### src/rtl/byte_alu_cfg.svh
// Constants for the byte add, logic and bit-AND execution slice
`ifndef BYTE_ALU_CFG_SVH
`define BYTE_ALU_CFG_SVH

// Register file location of the condition flags
`define FLAGS_ADDR     8'hD5

// Bit positions inside the flags register
`define FLAG_C         7
`define FLAG_Z         6
`define FLAG_S         5
`define FLAG_V         4
`define FLAG_D         3
`define FLAG_H         2

// Opcode upper nibbles and lower-nibble addressing forms
`define OP_HI_ADD      4'h0
`define OP_HI_ADC      4'h1
`define OP_HI_AND      4'h5
`define OP_LO_RR       4'h2
`define OP_LO_RIR      4'h3
`define OP_LO_REG      4'h4
`define OP_LO_IND      4'h5
`define OP_LO_IMM      4'h6
`define OP_BAND        8'h67

// Instruction lengths in instruction cycles, and the last clock phase of a two-clock cycle
`define CYC_SHORT      4'h4
`define CYC_LONG       4'h6
`define CLKS_PER_CYC   1'h1

`endif

### src/rtl/byte_alu_pkg.sv
// Types shared by the byte add, logic and bit-AND execution slice
`default_nettype none
package byte_alu_pkg;

    // Sequencer states
    typedef enum logic [3:0]
    {
        S_IDLE = 4'h0,
        S_PTR  = 4'h1,
        S_SRC  = 4'h2,
        S_DST  = 4'h3,
        S_FLG  = 4'h4,
        S_CAP  = 4'h5,
        S_WR   = 4'h6,
        S_FW   = 4'h7,
        S_WAIT = 4'h8
    } state_e;

    // Operation kinds
    typedef enum logic [1:0]
    {
        K_ADC  = 2'h0,
        K_ADD  = 2'h1,
        K_AND  = 2'h2,
        K_BAND = 2'h3
    } kind_e;

    // Decoded instruction
    typedef struct packed
    {
        logic       valid;
        kind_e      kind;
        logic       ind;
        logic       imm;
        logic       short_form;
        logic       bit_sel;
        logic [2:0] bit_idx;
        logic [7:0] dst;
        logic [7:0] src;
    } dec_s;

endpackage
`default_nettype wire

### src/rtl/byte_add_logic_bit_alu.sv
// Execution slice for add-with-carry, add, AND and bit-AND on a register file
//
// Summary of operation
// - Add-with-carry adds carry into destination
// - Plain add ignores carry, source untouched
// - Carry flag from bit 7 carry-out
// - Zero and sign flags follow sum
// - Overflow when like signs give unlike sign
// - Half-carry from bit 3 into nibble
// - Additions always clear decimal-adjust flag
// - AND stores bitwise conjunction in destination
// - AND sets zero and copies bit 7
// - AND clears overflow, keeps C, D, H
// - Bit-AND into bit 0 or indexed bit
// - Bit-AND changes only the target bit
// - Bit-AND sets zero, clears sign, keeps carry
// - Second byte: register, bit index, form select
// - Flags written to register D5h
`include "byte_alu_cfg.svh"
`timescale 1ns/100ps
`default_nettype none
module byte_add_logic_bit_alu (
    // Clock and reset
    input  wire logic       clk,
    input  wire logic       reset,
    // Instruction from the decoder
    input  wire logic       start,
    input  wire logic [7:0] opcode,
    input  wire logic [7:0] byte2,
    input  wire logic [7:0] byte3,
    input  wire logic [3:0] work_base,
    // Register file access, honoured only while idle
    input  wire logic [7:0] host_addr,
    input  wire logic       host_we,
    input  wire logic [7:0] host_wdata,
    output logic      [7:0] host_rdata,
    // Status
    output logic            busy,
    output logic            done,
    output logic            illegal,
    output logic      [7:0] result,
    output logic      [7:0] flags
);

    byte_alu_pkg::state_e state_reg;
    byte_alu_pkg::dec_s   dec_reg;
    byte_alu_pkg::dec_s   dec_in;
    logic [7:0]           src_val_reg;
    logic [7:0]           dst_val_reg;
    logic [7:0]           result_reg;
    logic [7:0]           flags_reg;
    logic                 done_reg;
    logic                 illegal_reg;
    logic                 phase_reg;
    logic [3:0]           cyc_reg;
    logic                 cyc_tick;
    logic [3:0]           cyc_len;
    logic [7:0]           mem_addr;
    logic                 mem_we;
    logic [7:0]           mem_wdata;
    logic [7:0]           mem_rdata;
    logic [7:0]           result_next;
    logic [7:0]           flags_next;
    logic                 cin;
    logic [8:0]           sum9;
    logic [4:0]           half5;
    logic [7:0]           bit_mask;

    // Decode one instruction into operand addresses and form
    function automatic byte_alu_pkg::dec_s decode(input logic [7:0] op,
        input logic [7:0] b2, input logic [7:0] b3, input logic [3:0] wb);
        byte_alu_pkg::dec_s d;
        d = '0;
        d.kind = byte_alu_pkg::K_ADD;
        d.valid = (op[3:0] >= `OP_LO_RR) && (op[3:0] <= `OP_LO_IMM);
        case (op[7:4])
            `OP_HI_ADC: d.kind = byte_alu_pkg::K_ADC;
            `OP_HI_ADD: d.kind = byte_alu_pkg::K_ADD;
            `OP_HI_AND: d.kind = byte_alu_pkg::K_AND;
            default:    d.valid = 1'b0;
        endcase
        case (op[3:0])
            `OP_LO_RR:  {d.dst, d.src, d.short_form} = {wb, b2[7:4], wb, b2[3:0], 1'b1};
            `OP_LO_RIR: {d.dst, d.src, d.ind} = {wb, b2[7:4], wb, b2[3:0], 1'b1};
            `OP_LO_REG: {d.dst, d.src} = {b3, b2};
            `OP_LO_IND: {d.dst, d.src, d.ind} = {b3, b2, 1'b1};
            `OP_LO_IMM: {d.dst, d.src, d.imm} = {b2, b3, 1'b1};
            default:    d.dst = 8'h00;
        endcase
        // bit-AND byte fields and form selector
        if (op == `OP_BAND)
        begin
            d = '0;
            d.valid = 1'b1;
            d.kind = byte_alu_pkg::K_BAND;
            d.bit_sel = b2[0];
            d.bit_idx = b2[3:1];
            d.dst = b2[0] ? b3 : {wb, b2[7:4]};
            d.src = b2[0] ? {wb, b2[7:4]} : b3;
        end
        return d;
    endfunction

    assign dec_in  = decode(opcode, byte2, byte3, work_base);
    assign cyc_len = dec_reg.short_form ? `CYC_SHORT : `CYC_LONG;

    // Register file; host reaches it only between instructions
    reg_mem u_mem (
        .clk   (clk),
        .addr  (mem_addr),
        .we    (mem_we),
        .wdata (mem_wdata),
        .rdata (mem_rdata)
    );

    // Address and write mux driven by the sequencer
    always_comb
    begin
        mem_addr  = host_addr;
        mem_we    = 1'b0;
        mem_wdata = host_wdata;
        case (state_reg)
            byte_alu_pkg::S_IDLE: mem_we = host_we;
            byte_alu_pkg::S_PTR:  mem_addr = dec_reg.src;
            // pointer contents address the real operand
            byte_alu_pkg::S_SRC:  mem_addr = dec_reg.ind ? mem_rdata : dec_reg.src;
            byte_alu_pkg::S_DST:  mem_addr = dec_reg.dst;
            byte_alu_pkg::S_FLG:  mem_addr = `FLAGS_ADDR;
            byte_alu_pkg::S_WR:
            begin
                mem_addr  = dec_reg.dst;
                mem_we    = 1'b1;
                mem_wdata = result_reg;
            end
            // flags go back to their register
            byte_alu_pkg::S_FW:
            begin
                mem_addr  = `FLAGS_ADDR;
                mem_we    = 1'b1;
                mem_wdata = flags_reg;
            end
            default:              mem_addr = host_addr;
        endcase
    end

    // Sequencer: one register file access per clock
    always_ff @(posedge clk)
    begin
        if (reset)
            state_reg <= byte_alu_pkg::S_IDLE;
        else
            case (state_reg)
                byte_alu_pkg::S_IDLE:
                    if (start && dec_in.valid)
                        state_reg <= dec_in.ind ? byte_alu_pkg::S_PTR :
                                     dec_in.imm ? byte_alu_pkg::S_DST :
                                                  byte_alu_pkg::S_SRC;
                byte_alu_pkg::S_PTR:  state_reg <= byte_alu_pkg::S_SRC;
                byte_alu_pkg::S_SRC:  state_reg <= byte_alu_pkg::S_DST;
                byte_alu_pkg::S_DST:  state_reg <= byte_alu_pkg::S_FLG;
                byte_alu_pkg::S_FLG:  state_reg <= byte_alu_pkg::S_CAP;
                byte_alu_pkg::S_CAP:  state_reg <= byte_alu_pkg::S_WR;
                byte_alu_pkg::S_WR:   state_reg <= byte_alu_pkg::S_FW;
                byte_alu_pkg::S_FW:   state_reg <= byte_alu_pkg::S_WAIT;
                byte_alu_pkg::S_WAIT:
                    if (cyc_tick && cyc_reg == cyc_len - 4'h1)
                        state_reg <= byte_alu_pkg::S_IDLE;
                default:              state_reg <= byte_alu_pkg::S_IDLE;
            endcase
    end

    // Instruction latch; decoder inputs may change after start
    always_ff @(posedge clk)
    begin
        if (reset)
            dec_reg <= '0;
        else if (state_reg == byte_alu_pkg::S_IDLE && start)
            dec_reg <= dec_in;
    end

    // Operand capture; immediates come from the instruction bytes
    always_ff @(posedge clk)
    begin
        if (reset)
        begin
            src_val_reg <= 8'h00;
            dst_val_reg <= 8'h00;
        end
        else if (state_reg == byte_alu_pkg::S_DST)
            src_val_reg <= dec_reg.imm ? dec_reg.src : mem_rdata;
        else if (state_reg == byte_alu_pkg::S_FLG)
            dst_val_reg <= mem_rdata;
    end

    // Arithmetic and logic; mem_rdata holds the old flags in S_CAP
    always_comb
    begin
        cin         = (dec_reg.kind == byte_alu_pkg::K_ADC) && mem_rdata[`FLAG_C];
        sum9        = {1'b0, dst_val_reg} + {1'b0, src_val_reg} + {8'h00, cin};
        half5       = {1'b0, dst_val_reg[3:0]} + {1'b0, src_val_reg[3:0]}
                      + {4'h0, cin};
        bit_mask    = 8'h01 << dec_reg.bit_idx;
        flags_next  = mem_rdata;
        result_next = dst_val_reg;
        case (dec_reg.kind)
            byte_alu_pkg::K_ADC, byte_alu_pkg::K_ADD:
            begin
                // two's-complement sum, carry in for ADC only
                result_next            = sum9[7:0];
                flags_next[`FLAG_C]    = sum9[8];
                flags_next[`FLAG_Z]    = (sum9[7:0] == 8'h00);
                flags_next[`FLAG_S]    = sum9[7];
                flags_next[`FLAG_V]    = (dst_val_reg[7] == src_val_reg[7])
                                         && (sum9[7] != dst_val_reg[7]);
                flags_next[`FLAG_D]    = 1'b0;
                // carry out of the low nibble
                flags_next[`FLAG_H]    = half5[4];
            end
            byte_alu_pkg::K_AND:
            begin
                result_next            = dst_val_reg & src_val_reg;
                flags_next[`FLAG_Z]    = ((dst_val_reg & src_val_reg) == 8'h00);
                flags_next[`FLAG_S]    = dst_val_reg[7] & src_val_reg[7];
                // overflow cleared, C D H kept
                flags_next[`FLAG_V]    = 1'b0;
            end
            default:
            begin
                // only the one target bit may change
                if (dec_reg.bit_sel)
                begin
                    result_next[dec_reg.bit_idx] = dst_val_reg[dec_reg.bit_idx]
                                                   & src_val_reg[0];
                    flags_next[`FLAG_Z] = ~result_next[dec_reg.bit_idx];
                end
                else
                begin
                    result_next[0] = dst_val_reg[0]
                                     & |(src_val_reg & bit_mask);
                    flags_next[`FLAG_Z] = ~result_next[0];
                end
                // sign cleared; C, V, D, H left as they were
                flags_next[`FLAG_S] = 1'b0;
            end
        endcase
    end

    // Result and flags held for the write-back and for the outputs
    always_ff @(posedge clk)
    begin
        if (reset)
        begin
            result_reg <= 8'h00;
            flags_reg  <= 8'h00;
        end
        else if (state_reg == byte_alu_pkg::S_CAP)
        begin
            result_reg <= result_next;
            flags_reg  <= flags_next;
        end
    end

    assign cyc_tick = (phase_reg == `CLKS_PER_CYC);
    always_ff @(posedge clk)
    begin
        if (reset || state_reg == byte_alu_pkg::S_IDLE)
        begin
            phase_reg <= 1'b0;
            cyc_reg   <= 4'h0;
        end
        else
        begin
            phase_reg <= cyc_tick ? 1'b0 : phase_reg + 1'b1;
            if (cyc_tick)
                cyc_reg <= cyc_reg + 4'h1;
        end
    end

    // Completion and refusal pulses
    always_ff @(posedge clk)
    begin
        if (reset)
        begin
            done_reg    <= 1'b0;
            illegal_reg <= 1'b0;
        end
        else
        begin
            done_reg    <= state_reg == byte_alu_pkg::S_WAIT && cyc_tick
                           && cyc_reg == cyc_len - 4'h1;
            illegal_reg <= state_reg == byte_alu_pkg::S_IDLE && start
                           && !dec_in.valid;
        end
    end

    assign busy       = (state_reg != byte_alu_pkg::S_IDLE);
    assign done       = done_reg;
    assign illegal    = illegal_reg;
    assign result     = result_reg;
    assign flags      = flags_reg;
    assign host_rdata = mem_rdata;

    // done flop rises on the 8th edge after the taking edge
    // so it is first sampled high one edge later
    a_short_timing: assert property (@(posedge clk) disable iff (reset)
        (state_reg == byte_alu_pkg::S_IDLE && start && dec_in.valid
         && dec_in.short_form) |-> ##9 done)
        else $error("short form did not finish in 4 cycles");

    // long forms raise done on the 12th edge; quiet until then
    a_long_timing: assert property (@(posedge clk) disable iff (reset)
        (state_reg == byte_alu_pkg::S_IDLE && start && dec_in.valid
         && !dec_in.short_form)
        |-> ##1 !done [*8] ##1 !done [*4] ##1 done)
        else $error("long form did not finish in 6 cycles");

    a_adc_result: assert property (@(posedge clk) disable iff (reset)
        (state_reg == byte_alu_pkg::S_CAP
         && dec_reg.kind == byte_alu_pkg::K_ADC) |=>
        result_reg == 8'($past(dst_val_reg) + $past(src_val_reg)
                         + {7'h00, $past(mem_rdata[`FLAG_C])}))
        else $error("add-with-carry result wrong");

    // carry flag set exactly on unsigned wrap
    a_carry_flag: assert property (@(posedge clk) disable iff (reset)
        (state_reg == byte_alu_pkg::S_CAP
         && dec_reg.kind == byte_alu_pkg::K_ADD) |=>
        flags_reg[`FLAG_C] == (result_reg < $past(dst_val_reg)))
        else $error("carry flag wrong after add");

    // zero, sign and decimal-adjust after additions
    a_add_zsd: assert property (@(posedge clk) disable iff (reset)
        (state_reg == byte_alu_pkg::S_CAP
         && (dec_reg.kind == byte_alu_pkg::K_ADD
             || dec_reg.kind == byte_alu_pkg::K_ADC)) |=>
        flags_reg[`FLAG_Z] == (result_reg == 8'h00)
        && flags_reg[`FLAG_S] == result_reg[7] && !flags_reg[`FLAG_D])
        else $error("zero, sign or decimal flag wrong after add");

    // AND keeps carry, decimal and half-carry, clears overflow
    a_and_keep: assert property (@(posedge clk) disable iff (reset)
        (state_reg == byte_alu_pkg::S_CAP
         && dec_reg.kind == byte_alu_pkg::K_AND) |=>
        !flags_reg[`FLAG_V] && flags_reg[`FLAG_C] == $past(mem_rdata[`FLAG_C])
        && flags_reg[`FLAG_H] == $past(mem_rdata[`FLAG_H])
        && flags_reg[`FLAG_D] == $past(mem_rdata[`FLAG_D]))
        else $error("AND disturbed kept flags");

    // bit-AND changes nothing outside the target bit
    a_band_bits: assert property (@(posedge clk) disable iff (reset)
        (state_reg == byte_alu_pkg::S_CAP
         && dec_reg.kind == byte_alu_pkg::K_BAND) |=>
        ((result_reg ^ $past(dst_val_reg))
         & ~(dec_reg.bit_sel ? bit_mask : 8'h01)) == 8'h00
        && !flags_reg[`FLAG_S])
        else $error("bit-AND touched other bits");

    // result then flags written back in consecutive clocks
    a_flags_write: assert property (@(posedge clk) disable iff (reset)
        (state_reg == byte_alu_pkg::S_WR) |-> mem_we && mem_wdata == result_reg
        ##1 mem_we && mem_addr == `FLAGS_ADDR && mem_wdata == flags_reg)
        else $error("write-back order wrong");

endmodule
`default_nettype wire

### src/rtl/reg_mem.sv
// Single-port 256 x 8 register file with registered read data
`timescale 1ns/100ps
`default_nettype none
module reg_mem (
    // Clock
    input  wire logic       clk,
    // Access port
    input  wire logic [7:0] addr,
    input  wire logic       we,
    input  wire logic [7:0] wdata,
    output logic      [7:0] rdata
);

    logic [7:0] mem [0:255];

    // Contents are not reset; software initialises what it uses
    always_ff @(posedge clk)
    begin
        if (we)
            mem[addr] <= wdata;
    end

    // Read data registered, one clock after the address
    always_ff @(posedge clk)
    begin
        rdata <= mem[addr];
    end

endmodule
`default_nettype wire

### config.mk
export PLATFORM = sky130hd
export DESIGN_NAME = byte_add_logic_bit_alu
export DESIGN_NICKNAME = d
export VERILOG_FILES = /design/src/rtl/byte_alu_pkg.sv /design/src/rtl/byte_add_logic_bit_alu.sv /design/src/rtl/reg_mem.sv
export VERILOG_INCLUDE_DIRS = /design/src /design/src/rtl
export SDC_FILE = /design/constraint.sdc
export NUM_CORES = 2
export LEC_CHECK = 0
export BUFFER_PORTS_ARGS = -buffer_cell sky130_fd_sc_hd__buf_2
export CORE_MARGIN = 8
export CORE_UTILIZATION = 60
export DETAILED_ROUTE_END_ITERATION = 8
export HOLD_SLACK_MARGIN = 0.06
export PLACE_DENSITY_LB_ADDON = 0.05
export SLEW_MARGIN = 20
export SYNTH_ARGS = -nofsm -noshare
export SYNTH_HDL_FRONTEND = slang
export SYNTH_SLANG_ARGS = --single-unit
### constraint.sdc
create_clock -name clk -period 14.8 [get_ports clk]
set_input_delay 0.74 -clock clk [delete_from_list [all_inputs] [get_ports clk]]
set_output_delay 0.74 -clock clk [all_outputs]
set_load 0.02 [all_outputs]
==> impl_metrics.yaml <==
cells_and_area:
  final_nets: 6588
  largest_reg_flops: 2048
  syn2layout_area_growth_pct: 9.87
  fillers: 10400
  drive_gt1_share_pct: 8.82
detailed_routing:
  drt_wl_total_um: 271000
  wire_per_inst_um: 31.4
  viasPerCell: 6.75
  ant_nets: 0
  vias: 58100
  drt-initial-drc-count: 8658
  firstDrtPassIters: 7
  drc: 0
worst_setup_path:
  crit_fanout: 150
  endpoint_kind: "flop"
  arrival_ns: 7.54
  cp-start-kind: "flop"
  critPathRequiredTime_ns: 15.50
  critPathKind: "flop to flop"
power:
  cellPowerDensity_nw_per_um2: 133
  p_leak_nw: 31.7
  vdd_ir_drop_max_mv: 0.116
logic_synthesis:
  ys_types: 95
  yosysSeqAreaShare_pct: 72.6
  postSynth.asyncResetShare_pct: 0
  synthAdderAreaFrac_pct: 0.187
  synth_ff_type: "edfxtp_1"
  syn_area_um2: 86800
  synth_edf_count: 2048
  synth_cells: 6570
  synth_top_family_by_area: "simple AND/OR/NAND/NOR gates"
  synthSimpleGateAreaFrac_pct: 12.3
  syn_nets: 6629
  yosys_warnings: 0
  synth_mux_area_share_pct: 3.25
  syn_area_per_cell_um2: 13.2
  synth_compound_area_share_pct: 8.77
  synth-xor-area-share_pct: 0.121
  ys_ff_latch: 2124
clocking:
  clk_pin_slew_worst_paths_ns: 0.06
  postCtsSetupRepairBufs: 0
  ctsResizeCount: 0
  numCtsBuffers: 208
  insertion_delay_ns: 0.86
  clkSinkCount: 2124
  clock_path_buffers: 3
  ctsHoldBuffers: 0
  htreeDepth: 4
  cts-root-buf: "clkbuf_16"
  cts_tree: "done"
die:
  die_area_um2: 157000
  row_count: 139
  fp.dieW_um: 396
  die_h_um: 396
  coreArea_um2: 144000
  ioPinCount: 75
  start_util_pct: 60.4
global_route:
  grt_max_degree: 189
  grt_pass1_wl_um: 387000
  grt_pass1_vias: 54100
  antenna_found_initial: 12
  grt_usage_pct: 33.7
  grt-ovfl-total: 0
sta:
  finalHoldViolations: 0
  finalMaxSlewViolations: 0
  clock_skew_ns: 0.0385
  rsz0062_at_grt: "false"
  max_freq_mhz: 146
  fin_ws_ns: 7.96
  fin_crit_sh_pct: 46.2
  finalSetupTns_ns: 0
  max-slew-margin-rel_pct: 16.6
  period_needed_ns: 6.84
  hold_ws_ns: 0.211
  setup_violations: 0
  worstMarginPinSlew_ns: 1.24
min_path:
  min_path_type: "input pin to flop"
outcome:
  status: "complete, no violations"
placed_design:
  portBuffers: 74
  gp_congestion: 0.932
  place_ws_ns: 8.09
  place.detailed.hpwl_um: 159000
run:
  drv_cap: 0
## Yosys cell counts, types with 6 or more instances
library cell / count / area (um^2)
a32o_1: 14 / 140
ha_1: 9 / 113
nor2_1: 365 / 1370
a21oi_1: 376 / 1880
o21ai_0: 57 / 285
nor4_1: 16 / 100
buf_1: 52 / 195
nor2b_1: 13 / 81.3
a21o_1: 15 / 113
o31ai_1: 8 / 60.1
a211oi_1: 114 / 856
o22ai_1: 21 / 131
nand4b_1: 9 / 78.8
clkbuf_1: 174 / 653
a22oi_1: 122 / 916
a31oi_1: 86 / 538
xnor2_1: 7 / 61.3
inv_1: 46 / 173
mux2i_1: 237 / 2370
a311oi_1: 55 / 482
buf_4: 22 / 165
edfxtp_1: 2048 / 61500
mux4_2: 19 / 428
or4_1: 6 / 45.0
a32oi_1: 123 / 1080
dfxtp_1: 76 / 1520
a22o_1: 8 / 70.1
nor3_1: 42 / 210
o21bai_1: 6 / 45.0
a221oi_1: 10 / 87.6
nand3_1: 404 / 2020
o41ai_1: 6 / 52.6
buf_6: 10 / 113
a2111oi_0: 11 / 96.3
and3_1: 63 / 394
o2111ai_1: 19 / 166
o211ai_1: 19 / 143
and4_1: 6 / 52.6
nand4_1: 50 / 313
buf_2: 216 / 1080
nand2_1: 1503 / 5640
or3_1: 6 / 37.5
## path summary, 6_finish.rpt
kind                              from                       end  slack [ns]  depth (start not counted)
max          state_reg[2]$_SDFFE_PP0P_    u_mem.rdata[6]$_DFF_P_        7.96                         14
min                           byte2[3]  dec_reg[18]$_SDFFE_PP0P_        0.21                          3
max reg2reg  state_reg[2]$_SDFFE_PP0P_    u_mem.rdata[6]$_DFF_P_        7.96                         14
min reg2reg      flags[3]$_SDFFE_PP0P_     flags[3]$_SDFFE_PP0P_        0.48                          2
## report_power, final
group          total [mW]  switching (mW)  internal (mW)
clock                5.06            2.23           2.82
sequential           6.65          0.0395           6.61
combinational        1.02           0.777          0.242
## cell usage in the layout (no fill, tap or decap), types with 10 or more instances in the layout
master / instances
edfxtp_1: 2048
nand2_1: 1498
nand3_1: 404
a21oi_1: 376
nor2_1: 349
mux2i_1: 237
clkbuf_16: 212
buf_4: 138
a32oi_1: 123
a22oi_1: 121
a211oi_1: 114
a31oi_1: 85
dfxtp_1: 76
buf_2: 75
clkbuf_1: 69
and3_1: 63
a311oi_1: 55
nand4_1: 50
o21ai_0: 47
inv_1: 46
nor3_1: 42
clkinv_2: 39
clkinv_1: 34
o22ai_1: 21
o211ai_1: 19
mux4_2: 19
o2111ai_1: 18
nor4_1: 14
a32o_1: 14
a21o_1: 14
diode_2: 12
nor2b_1: 12
nor2_2: 11
a2111oi_0: 11
nor2_4: 10
a221oi_1: 10
bufinv_16: 10
## layout make-up
type / count / area [um^2] / area share (%)
antenna: 12 / 30.0 / 0.0315
clock inverter: 101 / 820 / 0.859
tap: 1903 / 2380 / 2.50
clock buffer: 284 / 5610 / 5.88
timing repair buffer: 223 / 1620 / 1.70
sequential: 2124 / 63000 / 66.1
inverter: 46 / 173 / 0.181
multi-input combinational: 3926 / 21700 / 22.8
## critical path, cell delays in order, from the launching register on
cell,delay [ns]
dfxtp_1,0.92
nor2b_1,0.47
a31oi_4,0.13
buf_4,0.25
a21oi_4,0.50
buf_12,0.48
buf_12,0.56
buf_4,0.75
mux2i_1,0.27
a22oi_1,0.10
nand4_1,0.14
nand4_1,0.21
or4_1,0.57
or4_1,0.42
or4b_1,0.55
## per-stage QoR
step	std cells	cell area, um^2	util, %	power, mW
3_5_place_dp	8221	88900	61.9	7.75
2_1_floorplan	6570	86800	-	7.39
5_1_grt	8607	95300	66.4	13.0
4_1_cts	8606	95300	66.3	12.7
6_report	8619	95400	66.4	12.7
3_3_place_gp	8219	88800	61.8	7.74
## metal layers
metal	vias up	wire, um	GRT usage (%)
met4	6	15700	16.3
met5	-	53	0
met2	3990	119000	50.2
met3	767	34400	9.62
li1	24600	-	-
met1	28800	101000	46.2
## kinds of logic after synthesis
kind of cell               count (synthesis)
xor gates and xnor gates                  12
adders and majority gates                 12
muxes                                    258
and+or+nand+nor                         2525
DFF                                     2124
buffers and inverters                    520
AOI/OAI and AO/OA                       1119
(Power assumes the default switching activity.)
